`src/include/flash_guard_pkg.sv`:
```
// Purpose: Constants for the flash self-programming guard.
// Assumes: One 250 MHz clock, synchronous active-high reset.
// Notes: Addresses are CPU byte addresses; vectors are 32 bits wide.
//
// Operation
// - The mode/protect pin level caught at reset release picks the mode.
// - Flash writes during self-rewriting are blocked unless the pin is high.
// - Maskable and NMI interrupts are taken in both normal and self status.
// - In self status a maskable interrupt goes to RAM start plus four.
// - In self status an NMI goes to the RAM start address.
// - No instruction is fetched from flash while self-programming runs.
// - Programming mode is entered only if the aux pin is low at release.
package flash_guard_pkg;
  localparam logic [31:0] RAM_NMI_VEC = 32'h03ffb000;
  localparam logic [31:0] RAM_MASKABLE_VEC = 32'h03ffb004;
  localparam logic [31:0] FLASH_NMI_VEC = 32'h00000010;
  localparam logic [31:0] FLASH_MASKABLE_VEC = 32'h00000080;
  localparam int SYNC_STAGES = 2;

  typedef enum logic [1:0] {
    MODE_NORMAL = 2'b00,
    MODE_PROGRAMMING = 2'b01,
    MODE_PROHIBITED = 2'b10
  } op_mode_t;
endpackage

```
`src/core/flash_self_program_guard.sv`:
```
// Purpose: Mode strap capture, write protect and interrupt redirection.
// Assumes: CPU sequencer reports self status and flash requests directly.
// Notes: All outputs are registered; all but op_mode take one cycle of latency, op_mode follows the third edge after release.
`timescale 1ns/1ps
module flash_self_program_guard
  import flash_guard_pkg::*;
(
  input wire logic clk,
  input wire logic sys_rst,
  input wire logic flash_mode_protect_pin,
  input wire logic aux_mode_select_pin,
  input wire logic self_prog_active,
  input wire logic flash_erase_req,
  input wire logic flash_write_req,
  input wire logic irq_maskable,
  input wire logic irq_nmi,
  input wire logic fetch_req,
  input wire logic fetch_is_flash,
  output op_mode_t op_mode,
  output logic flash_erase_go,
  output logic flash_write_go,
  output logic flash_req_dropped,
  output logic irq_take,
  output logic [31:0] irq_vector,
  output logic fetch_grant,
  output logic fetch_blocked
);
  logic protect_sync;
  logic aux_sync;
  logic strap_pending_q;
  op_mode_t mode_q;
  op_mode_t mode_d;
  logic erase_go_q;
  logic write_go_q;
  logic dropped_q;
  logic irq_take_q;
  logic [31:0] vec_q;
  logic fetch_grant_q;
  logic fetch_blocked_q;

  pin_sync u_protect_sync (
    .clk(clk),
    .sys_rst(sys_rst),
    .pin_in(flash_mode_protect_pin),
    .pin_out(protect_sync)
  );

  pin_sync u_aux_sync (
    .clk(clk),
    .sys_rst(sys_rst),
    .pin_in(aux_mode_select_pin),
    .pin_out(aux_sync)
  );

  // The strap is caught once the synchroniser has refilled after release,
  // so the captured level is the pin as it stood at the release.
  logic [1:0] strap_cnt_q;
  wire strap_take = strap_pending_q && (strap_cnt_q == 2'(SYNC_STAGES));

  always_comb begin
    if (!protect_sync) mode_d = MODE_NORMAL;
    else if (!aux_sync) mode_d = MODE_PROGRAMMING;
    else mode_d = MODE_PROHIBITED;
  end

  always_ff @(posedge clk) begin
    if (sys_rst) begin
      strap_pending_q <= 1'b1;
      strap_cnt_q <= 2'h0;
      mode_q <= MODE_NORMAL;
    end else if (strap_pending_q) begin
      strap_cnt_q <= strap_cnt_q + 2'h1;
      if (strap_take) begin
        strap_pending_q <= 1'b0;
        mode_q <= mode_d;
      end
    end
  end

  // Writes pass only with the pin high in self status; everything else
  // is dropped and flash stays untouched.
  wire wr_allowed = self_prog_active && protect_sync;
  wire any_req = flash_erase_req || flash_write_req;
  wire drop = any_req && !wr_allowed;

  always_ff @(posedge clk) begin
    if (sys_rst) begin
      erase_go_q <= 1'b0;
      write_go_q <= 1'b0;
      dropped_q <= 1'b0;
    end else begin
      erase_go_q <= flash_erase_req && wr_allowed;
      write_go_q <= flash_write_req && wr_allowed;
      dropped_q <= drop;
    end
  end

  // NMI outranks a maskable request in the same cycle.
  wire irq_any = irq_nmi || irq_maskable;
  wire [31:0] self_vec = irq_nmi ? RAM_NMI_VEC : RAM_MASKABLE_VEC;
  wire [31:0] norm_vec = irq_nmi ? FLASH_NMI_VEC : FLASH_MASKABLE_VEC;
  wire [31:0] vec_d = self_prog_active ? self_vec : norm_vec;

  always_ff @(posedge clk) begin
    if (sys_rst) begin
      irq_take_q <= 1'b0;
      vec_q <= 32'h00000000;
    end else begin
      irq_take_q <= irq_any;
      vec_q <= irq_any ? vec_d : vec_q;
    end
  end

  wire fetch_stop = fetch_req && fetch_is_flash && self_prog_active;

  always_ff @(posedge clk) begin
    if (sys_rst) begin
      fetch_grant_q <= 1'b0;
      fetch_blocked_q <= 1'b0;
    end else begin
      fetch_grant_q <= fetch_req && !fetch_stop;
      fetch_blocked_q <= fetch_stop;
    end
  end

  assign op_mode = mode_q;
  assign flash_erase_go = erase_go_q;
  assign flash_write_go = write_go_q;
  assign flash_req_dropped = dropped_q;
  assign irq_take = irq_take_q;
  assign irq_vector = vec_q;
  assign fetch_grant = fetch_grant_q;
  assign fetch_blocked = fetch_blocked_q;

  AST_NO_WRITE_PROT_LOW: assert property (
    @(posedge clk) disable iff (sys_rst)
    (flash_write_req && !protect_sync) |=> !flash_write_go)
    else $error("Write passed with protect pin low.");

  AST_NO_ERASE_PROT_LOW: assert property (
    @(posedge clk) disable iff (sys_rst)
    (flash_erase_req && !protect_sync) |=> !flash_erase_go)
    else $error("Erase passed with protect pin low.");

  AST_DROP_FLAG: assert property (
    @(posedge clk) disable iff (sys_rst)
    (any_req && !protect_sync) |=> flash_req_dropped)
    else $error("Dropped request not flagged.");

  // Outside self status every request is refused, whatever the pin does.
  AST_NO_GO_OUT_OF_SELF: assert property (
    @(posedge clk) disable iff (sys_rst)
    (any_req && !self_prog_active) |=>
      (!flash_write_go && !flash_erase_go && flash_req_dropped))
    else $error("Request passed outside self programming status.");

  AST_WRITE_PASSES: assert property (
    @(posedge clk) disable iff (sys_rst)
    (flash_write_req && self_prog_active && protect_sync) |=>
      (flash_write_go && !flash_req_dropped))
    else $error("Allowed write did not pass.");

  AST_ERASE_PASSES: assert property (
    @(posedge clk) disable iff (sys_rst)
    (flash_erase_req && self_prog_active && protect_sync) |=>
      (flash_erase_go && !flash_req_dropped))
    else $error("Allowed erase did not pass.");

  AST_NMI_VEC: assert property (
    @(posedge clk) disable iff (sys_rst)
    (irq_nmi && self_prog_active) |=>
      (irq_take && irq_vector == RAM_NMI_VEC))
    else $error("NMI not sent to RAM start.");

  AST_MASK_VEC: assert property (
    @(posedge clk) disable iff (sys_rst)
    (irq_maskable && !irq_nmi && self_prog_active) |=>
      (irq_take && irq_vector == RAM_MASKABLE_VEC))
    else $error("Maskable interrupt not sent to RAM start plus four.");

  // Normal status keeps the flash vectors, so handlers in flash still run.
  AST_NORM_NMI_VEC: assert property (
    @(posedge clk) disable iff (sys_rst)
    (irq_nmi && !self_prog_active) |=>
      (irq_take && irq_vector == FLASH_NMI_VEC))
    else $error("NMI in normal status not sent to the flash vector.");

  AST_NORM_MASK_VEC: assert property (
    @(posedge clk) disable iff (sys_rst)
    (irq_maskable && !irq_nmi && !self_prog_active) |=>
      (irq_take && irq_vector == FLASH_MASKABLE_VEC))
    else $error("Maskable interrupt in normal status misdirected.");

  AST_IRQ_TAKEN: assert property (
    @(posedge clk) disable iff (sys_rst)
    irq_any |=> irq_take)
    else $error("Interrupt not taken.");

  AST_NO_FLASH_FETCH: assert property (
    @(posedge clk) disable iff (sys_rst)
    (fetch_req && fetch_is_flash && self_prog_active) |=>
      (!fetch_grant && fetch_blocked))
    else $error("Flash fetch granted during self programming.");

  // Blocking must not spill onto fetches from RAM or outside self status.
  AST_FETCH_GRANT: assert property (
    @(posedge clk) disable iff (sys_rst)
    (fetch_req && !(fetch_is_flash && self_prog_active)) |=>
      (fetch_grant && !fetch_blocked))
    else $error("Allowed fetch was not granted.");

  AST_MODE_STABLE: assert property (
    @(posedge clk) disable iff (sys_rst)
    !strap_pending_q |=> $stable(op_mode))
    else $error("Operation mode changed after strap capture.");

  AST_MODE_PIN_LOW: assert property (
    @(posedge clk) disable iff (sys_rst)
    (strap_take && !protect_sync) |=> op_mode == MODE_NORMAL)
    else $error("Pin low at release did not give normal mode.");

  AST_PROG_NEEDS_AUX_LOW: assert property (
    @(posedge clk) disable iff (sys_rst)
    (strap_take && aux_sync) |=> op_mode != MODE_PROGRAMMING)
    else $error("Programming mode entered with aux pin high.");

  AST_PROG_ON_AUX_LOW: assert property (
    @(posedge clk) disable iff (sys_rst)
    (strap_take && protect_sync && !aux_sync) |=>
      op_mode == MODE_PROGRAMMING)
    else $error("Programming mode not entered with aux pin low.");

  COV_WRITE_GO: cover property (@(posedge clk) disable iff (sys_rst)
    flash_write_go);
  COV_DROP: cover property (@(posedge clk) disable iff (sys_rst)
    flash_req_dropped);
  COV_SELF_NMI: cover property (@(posedge clk) disable iff (sys_rst)
    irq_take && irq_vector == RAM_NMI_VEC);
  COV_PROG_MODE: cover property (@(posedge clk) disable iff (sys_rst)
    op_mode == MODE_PROGRAMMING);
  COV_SELF_MASK: cover property (@(posedge clk) disable iff (sys_rst)
    irq_take && irq_vector == RAM_MASKABLE_VEC);
endmodule // flash_self_program_guard

```
`src/core/pin_sync.sv`:
```
// Purpose: Two-stage synchroniser for one asynchronous pin.
// Assumes: Pin is a slow level.
// Notes: Stage one is read only by stage two.
`timescale 1ns/1ps
module pin_sync (
  input wire logic clk,
  input wire logic sys_rst,
  input wire logic pin_in,
  output logic pin_out
);
  logic meta_q;
  logic sync_q;

  always_ff @(posedge clk) begin
    if (sys_rst) begin
      meta_q <= 1'b0;
      sync_q <= 1'b0;
    end else begin
      meta_q <= pin_in;
      sync_q <= meta_q;
    end
  end

  assign pin_out = sync_q;
endmodule // pin_sync

```
`config.mk`:
```
export PLATFORM = sky130hd
export DESIGN_NAME = flash_self_program_guard
export DESIGN_NICKNAME = d
export VERILOG_FILES = /design/src/include/flash_guard_pkg.sv /design/src/core/flash_self_program_guard.sv /design/src/core/pin_sync.sv
export SDC_FILE = /design/constraint.sdc
export NUM_CORES = 1
export LEC_CHECK = 0
export BUFFER_PORTS_ARGS = -buffer_cell sky130_fd_sc_hd__buf_2
export CORE_AREA = 10 10 57 59
export DETAILED_ROUTE_END_ITERATION = 12
export DIE_AREA = 0 0 67 69
export GPL_ROUTABILITY_DRIVEN = 0
export PLACE_DENSITY = 0.74
export SLEW_MARGIN = 10
export SYNTH_ARGS = -nofsm -noshare
export SYNTH_HDL_FRONTEND = slang
export SYNTH_SLANG_ARGS = --single-unit
```
`constraint.sdc`:
```
create_clock -name clk -period 1.3 [get_ports clk]
set_clock_uncertainty 0.05 [all_clocks]
set_input_delay 0.39 -clock clk [delete_from_list [all_inputs] [get_ports clk]]
set_output_delay 0.39 -clock clk [all_outputs]
set_load 0.05 [all_outputs]
```
# [Yosys cells after proc, flatten, opt, wreduce, memory -nomap -nowiden]
# Index checks and enable logic that the tools add are counted.
[op_classes] reduce_logical=13 addsub=1 mux=7 n_eq_ne=1
[op_table] op="$mux 26" n=1
[op_table] op="$logic_and 1x1->1" n=8
[op_table] op="$mux 8" n=1
[op_table] op="$mux 2" n=2
[op_table] op="$mux 3" n=1
[op_table] op="$add 2x1->2 const B" n=1
[op_table] op="$eq 2x2->1 const B" n=1
[op_table] op="$logic_not 1->1" n=2
[op_table] op="$logic_or 1x1->1" n=2
[op_table] op="$mux 1" n=2
[op_table] op="$reduce_and 2->1" n=1
[word_totals] ff_bits=47

# [Depth between registers and ports, before layout]
# Gate-level depths: netlist of the first run.
[logic_depth] depth_word=4 ltp_mapped=4

# [Cells and area by module]
# A second synthesis of the first run with hierarchy kept.
[unflattened] cells_unflattened=89 area_unflattened_um2=859.6
[by_module_without_submodules] mod="flash_self_program_guard" n_inst=1 cells_each=81 area_each_um2=754.5
[by_module_without_submodules] mod="pin_sync" n_inst=2 cells_each=4 area_each_um2=52.6

# [Worst setup path after synthesis of the first run]
# OpenSTA, ideal clock, no wires.
[synth_path] kind="reg2out" startpoint="register, netlist name irq_vector[24]" endpoint="output port irq_vector[13]" path_buffers=1 t_required_ns=0.860 arrival_time_ns=1.115 path_stages_with_launch=2 slack_ns=-0.255 path_cell_list="dfxtp_1 buf_4"
[synth_rtl] item="end, declared" line_no="flash_self_program_guard.sv:24" source="output logic [31:0] irq_vector,"

==> summary.md, run 1 <==
| Metric | Value |
|---|---|
| Layout cells sized above 1 | `39.8%` |
| Hold-fix buffers at CTS | `0` |
| Root buffer cell | `clkbuf_4` |
| Worst path slowest cell | `dfxtp_4` |
| Synth Area per Inst | `9.51 µm²` |
| Clk sink count | `19` |
| Crit Path Class | `flop to output pin` |
| Htree depth | `1` |
| Crit path max fanout | `14` |
| GR Util All Layers | `7.50%` |
| Synth warnings | `0` |
| First-pass GRT wire length | `2.74 mm` |
| F_max | `724 MHz` |
| Die ar. | `4620 µm²` |
| Max-Cap Viols | `0` |
| RSZ-0062 raised after global routing | `true` |
| Resized Gates After CTS | `24` |
| Status | `finished with violations` |
| Wirelength per Cell | `12.6 µm` |
| Die Height | `69 µm` |
| Family with the most delay on the worst path | `flip-flops` |
| Final setup margin | `-0.0809 ns` |
| CTS Buf Count | `3` |
| Port Buffers | `34` |
| Crit path time final | `1.38 ns` |
| Inst Count DP | `137` |
| Post-Layout Cell Count | `141` |
| Worst setup SP type | `flop` |
| P_leak | `0.483 nW` |
| Total Routed Length | `1.78 mm` |
| Register area share after synthesis | `44.4%` |
| Hold WC Path Type | `input pin to flop` |
| Maximum VDD drop | `0.686 mV` |
| Post-layout nets | `126` |
| Failing checks | `negative setup slack` |
| Number of hold violations in the final report | `0` |
| DP HPWL | `1.42 mm` |
| CP required | `0.86 ns` |
| Max reg flops | `4` |
| Worst-Skew Late Latency | `0.29 ns` |
| Router iterations before antenna repair | `2` |
| PD cells | `1410 nW/µm²` |
| Total number of vias | `586` |
| CP arrival | `0.94 ns` |
| Cell Area, Synth | `856 µm²` |
| Area grow syn2layout | `18.9%` |
| Final setup viols | `13` |
| Number of remaining DRC errors | `0` |
| Critical path buffers and inverters | `1` |
| Final period util | `106%` |
| Diode count | `0` |
| Row count | `17` |
| Core box area | `2150 µm²` |
| Vias in the first global route | `583` |
| Slew Viols, Final | `0` |
| Initial DRC count | `3` |
| Crit-path cells | `buf_4` |
| Grt ovf | `0` |
| Layout Utilization | `47.3%` |
| Post-route ant nets | `0` |
| Yosys reg bits | `19` |
| Initial antenna violation count | `0` |
| TritonCTS clock tree | `built` |
| CP peak stage delay | `0.43 ns` |
| Setup bufs post-CTS | `0` |
| Chip Width | `67 µm` |
| # fillers | `214` |
| Post-Syn Instances | `90` |
| Crit end category | `output pin` |
| Top-Level Pins | `51` |
| Max Buffers Root-to-Sink | `2` |
| Initial Utilization | `39.8%` |
| Largest net degree at the start of global routing | `15` |
| Vias/cell | `4.16` |
| Library cells used by synthesis | `24` |
| Clock slew at reported path FFs | `0.10 ns` |
-- synthesized netlist by cell type --
library cell	n	area (µm²)
buf_4	28	210
mux2i_1	1	10.0
dfxtp_1	19	380
buf_2	3	15.0
a2111oi_1	1	10.0
xnor2_1	1	8.76
or2b_1	1	7.51
nand2_1	2	7.51
nand4_1	1	6.26
conb_1	1	3.75
ha_1	1	12.5
or3b_1	2	17.5
inv_1	2	7.51
nor3b_1	2	15.0
a211oi_1	2	15.0
nand2b_1	1	6.26
nor3_1	1	5.00
o21ai_0	1	5.00
a21bo_2	2	20.0
a21oi_1	5	25.0
nand4b_1	1	8.76
a21o_1	1	7.51
nor2_1	7	26.3
nor2b_1	4	25.0
-- logic make-up after synthesis --
| logic type | count (synthesis) | synth area share [%] |
|---|---|---|
| buffers and inverters | 33 | 27.2 |
| AND/OR/NAND/NOR | 22 | 14.6 |
| flip-flops | 19 | 44.4 |
| AO/OA/AOI/OAI | 12 | 9.65 |
| adder cells (fa/ha/maj) | 1 | 1.46 |
| other | 1 | 0.438 |
| XOR/XNOR | 1 | 1.02 |
| multiplexers | 1 | 1.17 |
-- worst paths after layout --
path / start / end / slack [ns] / cells past startpoint
worst min-delay path: fetch_is_flash / fetch_grant / 0.23 / 2
worst max-delay path: irq_vector[24] / irq_vector[25] / -0.08 / 1
worst min register to register: u_protect_sync.meta_q / u_protect_sync.pin_out / 0.40 / 1
worst max register to register: strap_cnt_q[0] / op_mode[1] / 0.18 / 4
-- final cells by class --
cell class	instances	area (µm²)	area share [%]
Clock inverter	1	5.00	0.492
Sequential cell	19	388	38.1
Clock buffer	3	22.5	2.21
Multi-Input combinational cell	53	299	29.4
Timing Repair Buffer	35	260	25.6
Inverter	2	7.51	0.738
Tap cell	28	35.0	3.44
-- cell usage in the layout, fill, tap and decap left out --
cell,synthesis,layout
a2111oi_1,1,1
a211oi_1,2,2
a21bo_2,2,2
a21o_1,1,1
a21oi_1,5,5
buf_2,3,10
buf_4,28,19
buf_6,0,6
clkbuf_4,0,3
clkinv_2,0,1
conb_1,1,16
dfxtp_1,19,15
dfxtp_2,0,3
dfxtp_4,0,1
ha_1,1,1
inv_1,2,2
mux2i_1,1,1
nand2_1,2,2
nand2b_1,1,1
nand4_1,1,1
nand4b_1,1,1
nor2_1,7,7
nor2b_1,4,4
nor3_1,1,1
nor3b_1,2,2
o21ai_0,1,1
or2b_1,1,1
or3b_1,2,2
xnor2_1,1,1
-- layer usage --
| metal | share of wire [%] | track usage, % |
|---|---|---|
| met5 | 0 | 0 |
| met4 | 0.34 | 1.36 |
| met3 | 12 | 4.99 |
| met2 | 50 | 12.8 |
| met1 | 37 | 7.37 |
-- stage by stage --
step           hold slack, ns  setup slack (ns)  setup TNS [ns]  cell area, µm²  power [mW]
6_report                0.226           -0.0809          -0.945            1020        1.43
5_1_grt                 0.218            -0.138           -1.70            1020        1.52
3_3_place_gp            0.371             0.168               0             901        1.12
4_1_cts                 0.215           -0.0825           -1.01             990        1.44
2_1_floorplan           0.364            0.0187               0             913        1.12
3_5_place_dp            0.373             0.147               0             901        1.14
-- report_power, final --
part           internal [mW]  switching (mW)  total [mW]
combinational          0.131           0.325       0.456
sequential             0.641          0.0561       0.698
clock                  0.114           0.166       0.280
Note: power is estimated with default switching activity, not from simulation.
==> run 2: changes to the inputs <==
--- a/config.mk
+++ b/config.mk
@@ -11,6 +11,7 @@
 export DIE_AREA = 0 0 67 69
 export GPL_ROUTABILITY_DRIVEN = 0
 export PLACE_DENSITY = 0.74
+export SETUP_SLACK_MARGIN = 0.3
 export SLEW_MARGIN = 10
 export SYNTH_ARGS = -nofsm -noshare
 export SYNTH_HDL_FRONTEND = slang
==> constraint.sdc (replaced) <==
create_clock -name clk -period 1.47 [get_ports clk]
set_clock_uncertainty 0.05 [all_clocks]
set_input_delay 0.441 -clock clk [delete_from_list [all_inputs] [get_ports clk]]
set_output_delay 0.441 -clock clk [all_outputs]
set_load 0.05 [all_outputs]
==> summary.md, run 2 (synthesis results as in run 1) <==
| Metric | Value |
|---|---|
| CP required | `0.98 ns (+0.12 ns)` |
| Area post-placement | `905 µm² (+0.42%)` |
| Commonest cells after routing, fill and taps aside | `conb_1 (16), buf_4 (14), dfxtp_2 (11), buf_8 (11), buf_2 (10)` |
| Number of hold violations in the final report | `0 (unchanged)` |
| Core box area | `2150 µm² (unchanged)` |
| Inst Count DP | `137 (unchanged)` |
| Grt ovf | `0 (unchanged)` |
| Crit path time final | `1.44 ns` |
| Diode count | `0 (unchanged)` |
| Vias in the first global route | `583 (unchanged)` |
| Max-Cap Viols | `0 (unchanged)` |
| Port Buffers | `34 (unchanged)` |
| Top-Level Pins | `51 (unchanged)` |
| Wirelength per Cell | `13.2 µm (+4.6%)` |
| Initial Utilization | `39.8% (unchanged)` |
| Commonest non-fill, non-tap cell in the layout | `conb_1` |
| Crit path max fanout | `14 (unchanged)` |
| Initial antenna violation count | `0 (unchanged)` |
| Final setup viols | `0 (-13)` |
| Slew Viols, Final | `0 (unchanged)` |
| TritonCTS clock tree | `built` |
| Critical path buffers and inverters | `1 (unchanged)` |
| Status | `finished, final reports clean` |
| GR Util All Layers | `7.19% (-0.32 points)` |
| CTS Buf Count | `3 (unchanged)` |
| F_max | `694 MHz` |
| Total Routed Length | `1.86 mm (+4.6%)` |
| RSZ-0062 raised after global routing | `true` |
| Chip Width | `67 µm (unchanged)` |
| Max Buffers Root-to-Sink | `2 (unchanged)` |
| Router iterations before antenna repair | `4 (+2)` |
| Root buffer cell | `clkbuf_4` |
| Row count | `17 (unchanged)` |
| Final period util | `98.0%` |
| Post-layout instance area | `1090 µm² (+7.0%)` |
| Total number of vias | `586 (unchanged)` |
| Layout cells sized above 1 | `46.9% (+7.1 points)` |
| Crit end category | `output pin` |
| Post-route ant nets | `0 (unchanged)` |
| P_leak | `0.499 nW (+3.2%)` |
| Crit-path cells | `buf_4` |
| Layout Utilization | `50.7% (+3.3 points)` |
| Die ar. | `4620 µm² (unchanged)` |
| Initial DRC count | `7 (+4)` |
| CP arrival | `0.95 ns (about the same)` |
| Resized Gates After CTS | `56 (+130%)` |
| Worst path slowest cell | `dfxtp_4` |
| Hold-fix buffers at CTS | `0 (unchanged)` |
| Worst setup SP type | `flop` |
| DP HPWL | `1.45 mm (+1.7%)` |
| First-pass GRT wire length | `2.62 mm (-4.5%)` |
| Largest net degree at the start of global routing | `15 (unchanged)` |
| Number of remaining DRC errors | `0 (unchanged)` |
| Maximum VDD drop | `0.721 mV (+5.1%)` |
| Setup bufs post-CTS | `0 (unchanged)` |
| Clk sink count | `19 (unchanged)` |
| Die Height | `69 µm (unchanged)` |
| Hold WC Path Type | `input pin to flop` |
| Crit Path Class | `flop to output pin` |
| Post-Layout Cell Count | `141 (unchanged)` |
| Worst-Skew Late Latency | `0.29 ns (about the same)` |
| Max reg flops | `4 (unchanged)` |
| CP peak stage delay | `0.43 ns (about the same)` |
| Area grow syn2layout | `27.2%` |
| Vias/cell | `4.16 (unchanged)` |
| Htree depth | `1 (unchanged)` |
| PD cells | `1190 nW/µm² (-15%)` |
| Post-layout nets | `126 (unchanged)` |
| Clock slew at reported path FFs | `0.10 ns (about the same)` |
| Family with the most delay on the worst path | `flip-flops` |
==> run 2: worst reg2reg max path, cell delays in order, from the launching register on <==
cell,delay (ns)
dfxtp_1,0.36
inv_1,0.05
ha_2,0.21
a21bo_2,0.22
a21oi_1,0.11
==> run 2: per-layer routing <==
metal,track usage (%),vias to the layer above,wire [µm]
met3,5.64,2,239
met4,0.679,0,5
met2,11.9,30,882
met1,7.08,258,731
li1,-,296,-
met5,0,-,0
==> run 2: path summary, 6_finish.rpt <==
check                    startpoint            endpoint  slack, ns  cells after the start
hold reg to reg   u_aux_sync.meta_q  u_aux_sync.pin_out       0.40                      1
hold / removal       fetch_is_flash         fetch_grant       0.27                      2
setup reg to reg     strap_cnt_q[0]          op_mode[0]       0.40                      4
setup / recovery     irq_vector[24]      irq_vector[25]       0.03                      1
==> run 2: per-stage QoR <==
| stage | worst slack, ns | setup TNS, ns | hold WS [ns] | power (mW) |
|---|---|---|---|---|
| after detailed placement | 0.260 | 0 | 0.384 | 1.00 |
| after CTS | 0.0317 | 0 | 0.265 | 1.30 |
| after floorplan | 0.264 | 0 | 0.364 | 0.991 |
| after global placement | 0.283 | 0 | 0.372 | 0.992 |
| final | 0.0288 | 0 | 0.274 | 1.30 |
| after global routing | -0.0244 | -0.240 | 0.265 | 1.37 |
==> run 2: power breakdown <==
part	switching [mW]	total (mW)	internal (mW)	leakage, nW
clock	0.151	0.256	0.106	0.0150
sequential	0.0500	0.619	0.569	0.161
combinational	0.292	0.425	0.132	0.322
total	0.493	1.30	0.807	0.499
==> run 2: final cells by class <==
cell class              instances  area (µm²)
flip-flops and latches         19         398
fillers                       209        1060
repair buffers                 35         320
inverters                       2        7.51
multi-input cells              53         302
clock buffers                   4        26.3
well taps                      28        35.0
